### src/ebpt_map.svh
// register map, field positions, reset values and scaler counts of the period timer
`ifndef EBPT_MAP_SVH
`define EBPT_MAP_SVH

`define EBPT_NUM_TMR      5
`define EBPT_ADDR_W       12

// per-timer register index, byte address = timer*16 + index*4
`define EBPT_IDX_CTRL     2'h0
`define EBPT_IDX_PERIOD   2'h1
`define EBPT_IDX_COUNT    2'h2
`define EBPT_IDX_IRQ      2'h3

// control fields
`define EBPT_CTRL_MSB     7
`define EBPT_POST_MSB     6
`define EBPT_POST_LSB     3
`define EBPT_RUN_BIT      2
`define EBPT_PRE_MSB      1
`define EBPT_PRE_LSB      0

// irq register fields
`define EBPT_IRQ_FLAG_BIT 0
`define EBPT_IRQ_EN_BIT   1

// reset values
`define EBPT_CTRL_RST     7'h00
`define EBPT_PERIOD_RST   8'hFF
`define EBPT_COUNT_RST    8'h00

// prescaler terminal counts for 1, 4, 16, 64
`define EBPT_PRE_TC1      6'h00
`define EBPT_PRE_TC4      6'h03
`define EBPT_PRE_TC16     6'h0F
`define EBPT_PRE_TC64     6'h3F

// bus responses
`define EBPT_RESP_OKAY    2'h0
`define EBPT_RESP_SLVERR  2'h2

`endif

### src/ebpt_pkg.sv
// types shared by the period timer modules
package ebpt_pkg;
`include "ebpt_map.svh"

    typedef enum logic [1:0] {EBPT_W_IDLE = 2'b01, EBPT_W_RESP = 2'b10} ebpt_wr_e;
    typedef enum logic [1:0] {EBPT_R_IDLE = 2'b01, EBPT_R_RESP = 2'b10} ebpt_rd_e;

    typedef struct packed {
        logic [5:0] cnt;
    } ebpt_pre_s;

    typedef struct packed {
        logic [7:0] count;
        logic [3:0] post;
        logic       match;
        logic       post_done;
    } ebpt_tmr_s;

    typedef struct packed {
        ebpt_wr_e                             wr_st;
        ebpt_rd_e                             rd_st;
        logic                                 aw_got;
        logic [`EBPT_ADDR_W-1:0]              waddr;
        logic                                 w_got;
        logic [7:0]                           wdata;
        logic                                 wlane0;
        logic [1:0]                           bresp;
        logic [7:0]                           rdata;
        logic [1:0]                           rresp;
        logic [`EBPT_NUM_TMR-1:0][6:0]        ctrl;
        logic [`EBPT_NUM_TMR-1:0][7:0]        period;
        logic [`EBPT_NUM_TMR-1:0]             flag;
        logic [`EBPT_NUM_TMR-1:0]             ien;
    } ebpt_top_s;

    // prescale code to terminal count
    function automatic logic [5:0] ebpt_pre_limit(input logic [1:0] code);
        logic [5:0] tc;
        tc = `EBPT_PRE_TC1;
        unique case (code)
            2'h0: tc = `EBPT_PRE_TC1;
            2'h1: tc = `EBPT_PRE_TC4;
            2'h2: tc = `EBPT_PRE_TC16;
            2'h3: tc = `EBPT_PRE_TC64;
        endcase
        return tc;
    endfunction
endpackage

### src/ebpt_top.sv
// five 8-bit period timers behind an AXI4-Lite register slave
// What this block does
// (RULE1) no timer counts while the core sleeps; counting happens only when awake.
// (RULE2) during sleep every count and period register keeps its value unchanged.
// (RULE3) control bit 7 does nothing, ignores writes and reads back as zero.
// (RULE4) control bits 6..3 give one postscaler output per value+1 matches, 1:1 to 1:16.
// (RULE5) control bit 2 is the run switch: one counts, zero stops.
// (RULE6) control bits 1..0 divide the input clock by 1, 4, 16 or 64.
// (RULE7) all writable control fields reset to zero on every reset.
// (RULE8) each timer's running count is an 8-bit register software reads and writes.
// (RULE9) each timer has its own addressable period register holding the match value.
// (RULE10) the count steps from 00h per tick, matches the period, pulses and restarts at 00h.
// (RULE11) reset clears the count and sets the period to all ones.
// (RULE12) reset, a count write and a control write clear both scalers; control writes keep the count.
// (RULE13) the postscaler end sets a latched flag, forwarded only when its enable is set.
// (RULE14) a set flag stays set until software clears it.
// (RULE15) with the run switch low counters hold and no match or flag is produced.
//
// The address map and the AXI4-Lite interface to the registers were decided locally.
`timescale 1ns/1ps
`include "ebpt_map.svh"
module ebpt_top
    import ebpt_pkg::*;
(
    // clock, reset and enable
    input  logic                          aclk,
    input  logic                          aresetn,
    input  logic                          ce,
    // core power state
    input  logic                          sleep,
    // write address channel
    input  logic [`EBPT_ADDR_W-1:0]       s_axi_awaddr,
    input  logic                          s_axi_awvalid,
    output logic                          s_axi_awready,
    // write data channel
    input  logic [31:0]                   s_axi_wdata,
    input  logic [3:0]                    s_axi_wstrb,
    input  logic                          s_axi_wvalid,
    output logic                          s_axi_wready,
    // write response channel
    output logic [1:0]                    s_axi_bresp,
    output logic                          s_axi_bvalid,
    input  logic                          s_axi_bready,
    // read address channel
    input  logic [`EBPT_ADDR_W-1:0]       s_axi_araddr,
    input  logic                          s_axi_arvalid,
    output logic                          s_axi_arready,
    // read data channel
    output logic [31:0]                   s_axi_rdata,
    output logic [1:0]                    s_axi_rresp,
    output logic                          s_axi_rvalid,
    input  logic                          s_axi_rready,
    // timer outputs
    output logic [`EBPT_NUM_TMR-1:0]      match_pulse,
    output logic [`EBPT_NUM_TMR-1:0]      irq_req
);
    localparam int NT = `EBPT_NUM_TMR;

    ebpt_top_s                 st_r;
    ebpt_top_s                 st_nxt;
    logic [5:0]                wdec;
    logic [5:0]                rdec;
    logic                      wr_fire;
    logic                      wsel_ok;
    logic [NT-1:0]             ctrl_wr;
    logic [NT-1:0]             cnt_wr;
    logic [NT-1:0]             per_wr;
    logic [NT-1:0]             irq_wr;
    logic [NT-1:0]             flag_clr;
    logic [NT-1:0]             run;
    logic [NT-1:0]             clr_sc;
    logic [NT-1:0]             tick;
    logic [NT-1:0]             post_done;
    logic [NT-1:0][7:0]        count_q;

    // address to {valid, timer, register}
    function automatic logic [5:0] ebpt_decode(input logic [`EBPT_ADDR_W-1:0] a);
        logic ok;
        ok = (a[11:7] == 5'h00) && (a[6:4] < 3'(NT)) && (a[1:0] == 2'h0);
        return {ok, a[6:4], a[3:2]};
    endfunction

    // register read mux
    function automatic logic [7:0] ebpt_read(input ebpt_top_s s,
                                             input logic [NT-1:0][7:0] cq,
                                             input logic [5:0] d);
        logic [7:0] v;
        v = 8'h00;
        if (d[5]) begin
            unique case (d[1:0])
                `EBPT_IDX_CTRL:   v = {1'b0, s.ctrl[d[4:2]]}; // [RULE3]
                `EBPT_IDX_PERIOD: v = s.period[d[4:2]]; // [RULE9]
                `EBPT_IDX_COUNT:  v = cq[d[4:2]]; // [RULE8]
                `EBPT_IDX_IRQ:    v = {6'h00, s.ien[d[4:2]], s.flag[d[4:2]]};
            endcase
        end
        return v;
    endfunction

    assign s_axi_awready = (st_r.wr_st == EBPT_W_IDLE) && !st_r.aw_got;
    assign s_axi_wready  = (st_r.wr_st == EBPT_W_IDLE) && !st_r.w_got;
    assign s_axi_bvalid  = (st_r.wr_st == EBPT_W_RESP);
    assign s_axi_bresp   = st_r.bresp;
    assign s_axi_arready = (st_r.rd_st == EBPT_R_IDLE);
    assign s_axi_rvalid  = (st_r.rd_st == EBPT_R_RESP);
    assign s_axi_rdata   = {24'h000000, st_r.rdata};
    assign s_axi_rresp   = st_r.rresp;
    assign irq_req       = st_r.flag & st_r.ien; // [RULE13]

    assign wdec    = ebpt_decode(st_r.waddr);
    assign rdec    = ebpt_decode(s_axi_araddr);
    assign wr_fire = (st_r.wr_st == EBPT_W_IDLE) && st_r.aw_got && st_r.w_got;
    assign wsel_ok = wr_fire && wdec[5] && st_r.wlane0;

    // per-timer write strobes, sleep blocks count and period writes
    always_comb begin
        for (int i = 0; i < NT; i++) begin
            ctrl_wr[i]  = wsel_ok && (wdec[4:2] == 3'(i)) && (wdec[1:0] == `EBPT_IDX_CTRL);
            cnt_wr[i]   = wsel_ok && (wdec[4:2] == 3'(i)) && (wdec[1:0] == `EBPT_IDX_COUNT)
                          && !sleep; // [RULE2]
            per_wr[i]   = wsel_ok && (wdec[4:2] == 3'(i)) && (wdec[1:0] == `EBPT_IDX_PERIOD)
                          && !sleep; // [RULE2]
            irq_wr[i]   = wsel_ok && (wdec[4:2] == 3'(i)) && (wdec[1:0] == `EBPT_IDX_IRQ);
            flag_clr[i] = irq_wr[i] && st_r.wdata[`EBPT_IRQ_FLAG_BIT];
        end
    end

    always_comb begin
        st_nxt = st_r;
        // write address and data, taken in either order
        if (s_axi_awvalid && s_axi_awready) begin
            st_nxt.aw_got = 1'b1;
            st_nxt.waddr  = s_axi_awaddr;
        end
        if (s_axi_wvalid && s_axi_wready) begin
            st_nxt.w_got  = 1'b1;
            st_nxt.wdata  = s_axi_wdata[7:0];
            st_nxt.wlane0 = s_axi_wstrb[0];
        end
        unique case (st_r.wr_st)
            EBPT_W_IDLE: begin
                if (wr_fire) begin
                    st_nxt.aw_got = 1'b0;
                    st_nxt.w_got  = 1'b0;
                    st_nxt.wr_st  = EBPT_W_RESP;
                    st_nxt.bresp  = wdec[5] ? `EBPT_RESP_OKAY : `EBPT_RESP_SLVERR;
                end
            end
            EBPT_W_RESP: begin
                if (s_axi_bready) begin
                    st_nxt.wr_st = EBPT_W_IDLE;
                end
            end
            default: st_nxt.wr_st = EBPT_W_IDLE;
        endcase
        // register updates
        for (int i = 0; i < NT; i++) begin
            if (ctrl_wr[i]) begin
                st_nxt.ctrl[i] = st_r.wdata[`EBPT_POST_MSB:0]; // [RULE3] [RULE4] [RULE5] [RULE6]
            end
            if (per_wr[i]) begin
                st_nxt.period[i] = st_r.wdata; // [RULE9]
            end
            if (irq_wr[i]) begin
                st_nxt.ien[i] = st_r.wdata[`EBPT_IRQ_EN_BIT];
            end
            st_nxt.flag[i] = (st_r.flag[i] & ~flag_clr[i]) | post_done[i]; // [RULE13] [RULE14]
        end
        // read channel
        unique case (st_r.rd_st)
            EBPT_R_IDLE: begin
                if (s_axi_arvalid) begin
                    st_nxt.rd_st = EBPT_R_RESP;
                    st_nxt.rdata = ebpt_read(st_r, count_q, rdec);
                    st_nxt.rresp = rdec[5] ? `EBPT_RESP_OKAY : `EBPT_RESP_SLVERR;
                end
            end
            EBPT_R_RESP: begin
                if (s_axi_rready) begin
                    st_nxt.rd_st = EBPT_R_IDLE;
                end
            end
            default: st_nxt.rd_st = EBPT_R_IDLE;
        endcase
    end

    always_ff @(posedge aclk) begin
        if (!aresetn) begin
            st_r.wr_st  <= EBPT_W_IDLE;
            st_r.rd_st  <= EBPT_R_IDLE;
            st_r.aw_got <= 1'b0;
            st_r.waddr  <= '0;
            st_r.w_got  <= 1'b0;
            st_r.wdata  <= 8'h00;
            st_r.wlane0 <= 1'b0;
            st_r.bresp  <= `EBPT_RESP_OKAY;
            st_r.rdata  <= 8'h00;
            st_r.rresp  <= `EBPT_RESP_OKAY;
            st_r.ctrl   <= {NT{`EBPT_CTRL_RST}}; // [RULE7]
            st_r.period <= {NT{`EBPT_PERIOD_RST}}; // [RULE11]
            st_r.flag   <= '0;
            st_r.ien    <= '0;
        end else if (ce) begin
            st_r <= st_nxt;
        end
    end

    // timer instances
    for (genvar g = 0; g < NT; g++) begin : g_tmr
        assign run[g]    = st_r.ctrl[g][`EBPT_RUN_BIT] && !sleep; // [RULE1] [RULE5]
        assign clr_sc[g] = ctrl_wr[g] || cnt_wr[g]; // [RULE12]

        ebpt_prescaler u_pre (
            .aclk    (aclk),
            .aresetn (aresetn),
            .ce      (ce),
            .run     (run[g]),
            .clr     (clr_sc[g]),
            .ratio   (st_r.ctrl[g][`EBPT_PRE_MSB:`EBPT_PRE_LSB]),
            .tick    (tick[g])
        );

        ebpt_timer u_tmr (
            .aclk       (aclk),
            .aresetn    (aresetn),
            .ce         (ce),
            .run        (run[g]),
            .tick       (tick[g]),
            .clr        (clr_sc[g]),
            .post_ratio (st_r.ctrl[g][`EBPT_POST_MSB:`EBPT_POST_LSB]),
            .period     (st_r.period[g]),
            .cnt_wr     (cnt_wr[g]),
            .cnt_wdata  (st_r.wdata),
            .count      (count_q[g]),
            .match      (match_pulse[g]),
            .post_done  (post_done[g])
        );
    end

    a_sleep_regs_frozen: assert property (@(posedge aclk) disable iff (!aresetn) // [RULE2]
        (ce && sleep) |=> ($stable(count_q) && $stable(st_r.period)))
        else $error("count or period changed during sleep");
    a_sleep_no_match: assert property (@(posedge aclk) disable iff (!aresetn) // [RULE1]
        (sleep && $past(sleep)) |-> (match_pulse == '0))
        else $error("timer matched during sleep");
    a_ctrl_msb_zero: assert property (@(posedge aclk) disable iff (!aresetn) // [RULE3]
        (ce && s_axi_arvalid && s_axi_arready && rdec[5] && rdec[1:0] == `EBPT_IDX_CTRL)
        |=> (s_axi_rvalid && s_axi_rdata[7:0] == {1'b0, $past(st_r.ctrl[rdec[4:2]])}))
        else $error("control read back wrong");
    a_reset_values: assert property (@(posedge aclk) disable iff (!aresetn) // [RULE7]
        $rose(aresetn) |-> (st_r.ctrl == '0 && st_r.period == {NT{`EBPT_PERIOD_RST}}
                            && count_q == '0))
        else $error("reset values wrong");
    a_flag_set_wins: assert property (@(posedge aclk) disable iff (!aresetn) // [RULE13]
        (ce && post_done != '0) |=> ((st_r.flag & $past(post_done)) == $past(post_done)))
        else $error("postscaler event lost");
    a_flag_sticky: assert property (@(posedge aclk) disable iff (!aresetn) // [RULE14]
        ce |=> ((~st_r.flag & $past(st_r.flag) & ~$past(flag_clr)) == '0))
        else $error("flag cleared without software");
    a_ctrl_keeps_count: assert property (@(posedge aclk) disable iff (!aresetn) // [RULE12]
        (ce && ctrl_wr != '0 && run == '0) |=> $stable(count_q))
        else $error("control write changed count");
    a_write_resp_next: assert property (@(posedge aclk) disable iff (!aresetn)
        (ce && wr_fire) |=> (s_axi_bvalid && s_axi_bresp == $past(wdec[5] ? 2'h0 : 2'h2)))
        else $error("write response missing");
endmodule

### src/ebpt_prescaler.sv
// clock prescaler of one period timer
`timescale 1ns/1ps
`include "ebpt_map.svh"
module ebpt_prescaler
    import ebpt_pkg::*;
(
    // clock and reset
    input  logic       aclk,
    input  logic       aresetn,
    input  logic       ce,
    // control
    input  logic       run,
    input  logic       clr,
    input  logic [1:0] ratio,
    // prescaled tick
    output logic       tick
);
    ebpt_pre_s st_r;
    ebpt_pre_s st_nxt;

    assign tick = run && (st_r.cnt == ebpt_pre_limit(ratio)); // [RULE6]

    always_comb begin
        st_nxt = st_r;
        if (clr) begin
            st_nxt.cnt = 6'h00; // [RULE12]
        end else if (run) begin
            st_nxt.cnt = tick ? 6'h00 : 6'(st_r.cnt + 6'h01); // [RULE6] [RULE15]
        end
    end

    always_ff @(posedge aclk) begin
        if (!aresetn) begin
            st_r.cnt <= 6'h00;
        end else if (ce) begin
            st_r <= st_nxt;
        end
    end

    a_pre_clear_hold: assert property (@(posedge aclk) disable iff (!aresetn) // [RULE12]
        (ce && clr) |=> (st_r.cnt == 6'h00))
        else $error("prescaler not cleared by write");
    a_pre_stop_hold: assert property (@(posedge aclk) disable iff (!aresetn) // [RULE15]
        (ce && !run && !clr) |=> $stable(st_r.cnt))
        else $error("prescaler moved while stopped");
endmodule

### src/ebpt_timer.sv
// count, period compare and postscaler of one period timer
`timescale 1ns/1ps
`include "ebpt_map.svh"
module ebpt_timer
    import ebpt_pkg::*;
(
    // clock and reset
    input  logic       aclk,
    input  logic       aresetn,
    input  logic       ce,
    // control
    input  logic       run,
    input  logic       tick,
    input  logic       clr,
    input  logic [3:0] post_ratio,
    input  logic [7:0] period,
    // count write
    input  logic       cnt_wr,
    input  logic [7:0] cnt_wdata,
    // status
    output logic [7:0] count,
    output logic       match,
    output logic       post_done
);
    ebpt_tmr_s st_r;
    ebpt_tmr_s st_nxt;
    logic      hit;

    assign hit       = run && tick && !cnt_wr && (st_r.count == period); // [RULE10]
    assign count     = st_r.count;
    assign match     = st_r.match;
    assign post_done = st_r.post_done;

    always_comb begin
        st_nxt           = st_r;
        st_nxt.match     = 1'b0;
        st_nxt.post_done = 1'b0;
        if (cnt_wr) begin
            st_nxt.count = cnt_wdata; // [RULE8]
        end else if (hit) begin
            st_nxt.count = 8'h00; // [RULE10]
            st_nxt.match = 1'b1;
        end else if (run && tick) begin
            st_nxt.count = 8'(st_r.count + 8'h01); // [RULE10]
        end
        if (clr) begin
            st_nxt.post = 4'h0; // [RULE12]
        end else if (hit) begin
            if (st_r.post == post_ratio) begin
                st_nxt.post      = 4'h0; // [RULE4]
                st_nxt.post_done = 1'b1; // [RULE13]
            end else begin
                st_nxt.post = 4'(st_r.post + 4'h1);
            end
        end
    end

    always_ff @(posedge aclk) begin
        if (!aresetn) begin
            st_r.count     <= `EBPT_COUNT_RST; // [RULE11]
            st_r.post      <= 4'h0;
            st_r.match     <= 1'b0;
            st_r.post_done <= 1'b0;
        end else if (ce) begin
            st_r <= st_nxt;
        end
    end

    a_match_wraps_zero: assert property (@(posedge aclk) disable iff (!aresetn) // [RULE10]
        (ce && run && tick && !cnt_wr && st_r.count == period) |=> (match && count == 8'h00))
        else $error("match did not restart the count");
    a_stopped_no_event: assert property (@(posedge aclk) disable iff (!aresetn) // [RULE15]
        (ce && !run && !cnt_wr) |=> ($stable(st_r.count) && !match && !post_done))
        else $error("stopped timer changed or fired");
    a_post_ratio_end: assert property (@(posedge aclk) disable iff (!aresetn) // [RULE4]
        (ce && hit && !clr && st_r.post == post_ratio) |=> (post_done && st_r.post == 4'h0))
        else $error("postscaler missed its terminal count");
endmodule

### config.mk
export PLATFORM = sky130hd
export DESIGN_NAME = ebpt_top
export DESIGN_NICKNAME = d
export VERILOG_FILES = /design/src/ebpt_pkg.sv /design/src/ebpt_top.sv /design/src/ebpt_prescaler.sv /design/src/ebpt_timer.sv
export VERILOG_INCLUDE_DIRS = /design/src
export SDC_FILE = /design/constraint.sdc
export NUM_CORES = 1
export LEC_CHECK = 0
export ABC_AREA = 1
export CORE_AREA = 2 2 207 168
export CTS_CLUSTER_SIZE = 20
export DETAILED_ROUTE_END_ITERATION = 10
export DIE_AREA = 0 0 209 170
export DONT_BUFFER_PORTS = 1
export PLACE_DENSITY = 0.63
export SYNTH_ARGS = -nofsm -noshare
export SYNTH_HDL_FRONTEND = slang
export SYNTH_SLANG_ARGS = --single-unit
### constraint.sdc
create_clock -name aclk -period 1.85 [get_ports aclk]
set_input_delay 0.185 -clock aclk [delete_from_list [all_inputs] [get_ports aclk]]
set_output_delay 0.185 -clock aclk [all_outputs]
set_load 0.005 [all_outputs]
After elaboration in Yosys (flattened, before gate mapping)
Index checks and enable logic that the tools add are counted.
{ "totals": {"register_bits": 224, "input_bits": 69, "output_inout_bits": 51, "wordCells": 387} }
{ "op_classes": {"add_sub_neg": 15, "magnitude_cmp": 3, "eq_ne": 48, "muxes": 101, "bitwise_logic": 16, "reduce_logical": 153} }
{ "ops": {"columns": ["op", "n"], "rows": [
  ["$mux 8", 18],
  ["$pmux 6 s4", 5],
  ["$mux 6", 15],
  ["$logic_and 1x1->1", 77],
  ["$reduce_and 2->1", 32],
  ["$mux 4", 15],
  ["$bmux 8 s3", 2],
  ["$add 8x1->8 const B", 5],
  ["$eq 8x8->1", 5],
  ["$eq 2x2->1 const B", 16],
  ["$pmux 8 s4", 1],
  ["$mux 1", 31],
  ["$add 6x1->6 const B", 5],
  ["$eq 6x6->1", 5],
  ["$bmux 7 s3", 1],
  ["$add 4x1->4 const B", 5],
  ["$eq 4x4->1", 5],
  ["$reduce_bool 2->1", 10],
  ["$eq 2x1->1 const B", 9],
  ["$logic_not 2->1", 9],
  ["$reduce_bool 3->1", 5],
  ["$mux 13", 1],
  ["$mux 2", 6],
  ["$reduce_and 3->1", 4],
  ["other kinds (19)", 49]
]} }

Longest topological paths before layout
{ "depth": {"ltp_word": 13, "mapped_depth": 13} }

By module
From an unflattened synthesis, not the netlist that was laid out.
{ "unflattened": {"cells_unflattened": 2300, "hier_area_um2": 14497.7} }
{ "by_module_without_submodules": {"columns": ["mod", "instances", "cells_per_inst", "area_per_inst_um2", "seq_area_each_um2"], "rows": [
  ["ebpt_top", 1, 995, 6508.7, 2442.3],
  ["ebpt_timer", 5, 196, 1203.7, 280.3],
  ["ebpt_prescaler", 5, 65, 394.1, 120.1]
]} }

Worst setup path before layout
Ideal clock, no wire load.
{ "synth_path": {"path_kind": "register to register", "start": "register st_r[123] (netlist name)", "end": "register, netlist name g_tmr[3].u_tmr.count[1]", "arrival_time_ns": 1.612, "required_ns": 1.734, "setup_slack_ns": 0.122, "path_stages_with_launch": 14, "cell_sequence": "dfxtp_1 inv_1 nand3_2 nor2_4 nand3_4 nor2_4 nand2_2 nand2_1 nand2_2 inv_1 buf_4 nand2_1 nor2_1 nor2_1"} }
{ "synth_between": {"elab_chain_cells": 13} }
{ "synth_rtl": {"columns": ["element", "line_no", "rtl"], "rows": [
  ["start: declaration", "ebpt_top.sv:59", "ebpt_top_s st_r;"],
  ["start signal: assignment", "ebpt_top.sv:204", "st_r <= st_nxt;"],
  ["$eq 2x1->1 (*)", "ebpt_top.sv:112", "assign wr_fire = (st_r.wr_st == EBPT_W_IDLE) && st_r.aw_got && st_r.w_got;"],
  ["$logic_and 1x1->1 (*) (2 in series)", "ebpt_top.sv:112", null],
  ["$logic_and 1x1->1 (*) (2 in series)", "ebpt_top.sv:113", "assign wsel_ok = wr_fire && wdec[5] && st_r.wlane0;"],
  ["$logic_and 1x1->1 (*) (3 in series)", "ebpt_top.sv:119", "cnt_wr[i] = wsel_ok && (wdec[4:2] == 3'(i)) && (wdec[1:0] == `EBPT_IDX_COUNT)"],
  ["$logic_not 1->1", "ebpt_timer.sv:29", "assign hit = run && tick && !cnt_wr && (st_r.count == period);"],
  ["$logic_and 1x1->1 (2 in series)", "ebpt_timer.sv:29", null],
  ["$reduce_bool 3->1 (no line) or $mux 8 (tied branches)", null, null],
  ["$reduce_and 2->1 (no line) or $mux 8 (tied branches)", null, null]
]} }
Mark *: on every way between the ends. The rest lies on a longest branch, timed or not.
A chain may end at the register's enable or synchronous reset.

Final worst setup path
{ "layout_path": {"start": "register st_r[111] (netlist name)", "end": "register g_tmr[1].u_pre.st_r[3] (netlist name)"} }
{ "layout_between": {"elab_chain_cells": 11} }
{ "layout_rtl": {"columns": ["element", "line_no", "rtl"], "rows": [
  ["$lt 3x3->1", "ebpt_top.sv:79", "ok = (a[11:7] == 5'h00) && (a[6:4] < 3'(NT)) && (a[1:0] == 2'h0);"],
  ["$logic_and 1x1->1 (2 in series)", "ebpt_top.sv:79", null],
  ["$logic_and 1x1->1 (2 in series)", "ebpt_top.sv:113", null],
  ["$logic_and 1x1->1 (*)", "ebpt_top.sv:118, ebpt_top.sv:119", null],
  ["$logic_and 1x1->1 (2 in series)", "ebpt_top.sv:119", null],
  ["$logic_or 1x1->1 (*)", "ebpt_top.sv:211", "assign clr_sc[g] = ctrl_wr[g] || cnt_wr[g];"],
  ["$reduce_bool 2->1 (no line)", null, null],
  ["$reduce_and 2->1 (no line)", null, null],
  ["end signal: assignment", "ebpt_prescaler.sv:36", "st_r <= st_nxt;"],
  ["end: declaration", "ebpt_prescaler.sv:18", "ebpt_pre_s st_r;"]
]} }
Marks and branches as above.

==> impl_results.md <==
* Status: finished with violations
* Failing checks: negative hold slack, negative setup slack
* CTS clk-pin slew, worst paths at roughly 60 ps
* CP max FO at 6
* Final Cycle Share at 101.5%
* Distinct cells, synth at 44
* Sequential share of power at a little under half
* Wire per inst at 17.53 µm
* Max cap viols at 0
* Root buffer cell: clkbuf_16
* GP Congestion at 0.9999
* Drt first-iter violations at between 1500 and 2000
* Total gr overflow at 0
* Worst Path Class, Setup: register to register
* Initial core utilization at 39.62%
* DP Area at 14570 µm²
* Register area share after synthesis at 33.58%
* Fmax at between 500 and 600 MHz
* Slew Limit Fails at 0
* Via Count at 14147
* Critical path's slowest cell: dfxtp_1
* Synth Flop Type: dfxtp_1
* Clk pwr share at 45.5%
* GR Util All Layers at 25.32%
* Logic gate share of total power at 8.5%
* Top cells by area, synth: dfxtp_1, nand2_1, nor2_1, o21ai_0, a21oi_1
* Final setup vio count at 7
* IR drop worst, VDD at 0.5895 mV
* Vias per cell at 5.322
* Cell-internal power at 7.849 mW
* ANT cells at 0
* WHS at -227.0 ps
* Sequential cell area at between 4000 and 5000 µm²
* Final Cell Area at approximately 16000 µm²
* CP Launch Type: register
* Clk buf depth at 3
* Pwr Total at approximately 11 mW
* Worst hold path type: input pin to register
* DRC at 0
* Setup slack, reg-to-reg at -30 ps
* Clk_skew at 19.11 ps
* Leak at 7.406 nW
* Synth area leader: dfxtp_1
* PnR worst setup slack at -27.22 ps
* H-tree Lvls at 1
* DRT antenna net count at 0
* First-pass GRT wire length at between 70000 and 80000 µm
* Async SR Flop Fraction at 0%
* RSZ-0062 raised after global routing: yes
* Chip width at 209 µm
* Dpl hpwl at 32380 µm
* Yosys reg bits at 222
* Inst Count DP at 2563
* PortBufs at 0
* Pre-Repair DR Iteration Count at 5
* CTS buffer count at 26
* Buf+Inv Stages, Crit Path at 2
* Synthesis Warnings at 0
* # IOs at 120
* CTS tree: built
* Die Height at approximately 170 µm
* CORE AREA at 33410 µm²
* WP data required at 2290 ps
* Slew @ Worst Pin at 666.4 ps
* Synthesized area at between 10000 and 15000 µm²
* Fraction of layout cells with a size suffix above 1 at 17.18%
* Area of the multi-input gates at 7956 µm²
* Die area at 35530 µm²
* Post-synth EDFFs at 0
* Row count at 60
* Non-filler instance count after layout at 2658
* Pin count of the biggest net entering global routing at roughly 170
* Critical Path Most Common Cell: nand2_2
* Number of nets in the layout at 2295
* Most frequent cells in the layout: nand2_1, nor2_1, dfxtp_1
* Crit-path cells: buf_4, nand2_1, nor2_2, inv_1, nor2_4, o21ai_4, nand2_2, nand2_2, a21oi_1, nor2_1
* Area delta synth->final at 24.00%
* Top-area cell type share of the netlist area at 33.58%
* Final Hold Viols at 80
* Clock sink count at 222
* Clock latency on the worst-skew pair at around 550 ps
* NetSw at approximately 2.8 mW
* Commonest non-fill, non-tap cell in the layout: nand2_1
* CP endpoint kind: register
* Pwr/cell area at 646.3 nW/µm²
* Syn_area_per_cell at 6.409 µm²
* Worst slew margin at 55.53%
* Crit path time final at 1877 ps
* WL final at 46600 µm
* Vias in the first global route at 12818
* CP arrival at 2320 ps
* Top Family by Delay on Critical Path: simple AND/OR/NAND/NOR gates
* Antenna violations before repair at 0
* Cell count after synthesis at 2065
* Fillers at 3257
* Switching portion of total power at 26.00%
* Critical Path Max Stage Delay at between 300 and 400 ps
## power groups by stage
stage / Combinational, mW / Clock [mW] / Sequential, mW
after floorplan: 0.510 / 0 / 4.96
after detailed placement: 0.749 / 0 / 4.98
after CTS: 0.825 / 4.86 / 4.87
final: 0.907 / 4.82 / 4.88
after global routing: 0.959 / 5.05 / 4.88
after global placement: 0.745 / 0 / 4.97
## final cells by class
cell class | count | share of cell area [%]
clock buffer | 35 | 4.422
multi-input combinational | 1558 | 48.48
tap | 434 | 3.309
clock inverter | 6 | 0.1982
timing repair buffer | 222 | 12.19
inverter | 181 | 4.155
sequential | 222 | 27.25
## logic make-up (layout without fill, tap and decap cells)
kind of cell	count (synthesis)	count (layout)	share of synthesized area, %
AOI/OAI and AO/OA	397	397	16.59
xor gates and xnor gates	80	80	5.294
adders and majority gates	15	15	1.418
buffers and inverters	312	444	10.33
DFF	222	222	33.58
other	1	26	0.02833
and+or+nand+nor	1038	1040	32.76
## path summary, 6_finish.rpt
check | start | cells after the start | to
max | st_r[111]$_SDFFE_PN0P_ | 10 | g_tmr[1].u_pre.st_r[3]$_SDFFE_PN0P_
min | aresetn | 2 | g_tmr[1].u_pre.st_r[2]$_SDFFE_PN0P_
max reg2reg | st_r[111]$_SDFFE_PN0P_ | 10 | g_tmr[1].u_pre.st_r[3]$_SDFFE_PN0P_
min reg2reg | st_r[97]$_SDFFE_PN0P_ | 2 | st_r[97]$_SDFFE_PN0P_
## synthesized netlist by cell type, drive strengths merged, types with 27 or more instances
master / n
clkbuf: 63
o211ai: 44
a21oi: 145
nand3: 123
dfxtp: 222
buf: 68
nor2: 335
o21ai: 173
xnor2: 27
inv: 180
nor3: 43
nand2: 499
xor2: 53
## per-layer routing
layer | vias to the layer above | global-route usage, % | part of all wire, %
met5 | - | 0 | 0
met4 | 0 | 7.919 | 3.2
met3 | 94 | 7.308 | 10
met2 | 584 | 38.43 | 42
met1 | 6520 | 34.60 | 44
li1 | 6949 | - | -
## through the flow
stage          utilization [%]  hold slack [ps]  worst slack (ps)  setup TNS, ps
6_report                 49.13           -227.0            -27.22         -47.60
5_1_grt                  49.13           -231.2            -129.0          -2485
4_1_cts                  46.76           -254.0            -11.84         -79.12
3_5_place_dp             43.62            289.6            -145.2          -2765
3_3_place_gp             43.62            289.3            -86.97          -1080
2_1_floorplan                -            332.4             122.0              0
## sequential cells by signal (all words and copies together) (netlist names)
name,cells
st_r,112
g_tmr.u_tmr.count,40
g_tmr.u_pre.st_r,30
g_tmr.u_tmr.st_r,20
s_axi_rdata,8
g_tmr.u_tmr.match,5
g_tmr.u_tmr.post_done,5
s_axi_bresp,1
s_axi_rresp,1
## repair_timing
action | in CTS | in global routing
pin swaps | 3 | 44
hold endpoints to repair | 202 | 164
buffers inserted | 2 | 23
gates resized for setup | 19 | 164
hold buffers | 20 | 3
gates cloned | 0 | 6
endpoints found under the setup margin | 49 | 137
(Power assumes the default switching activity.)
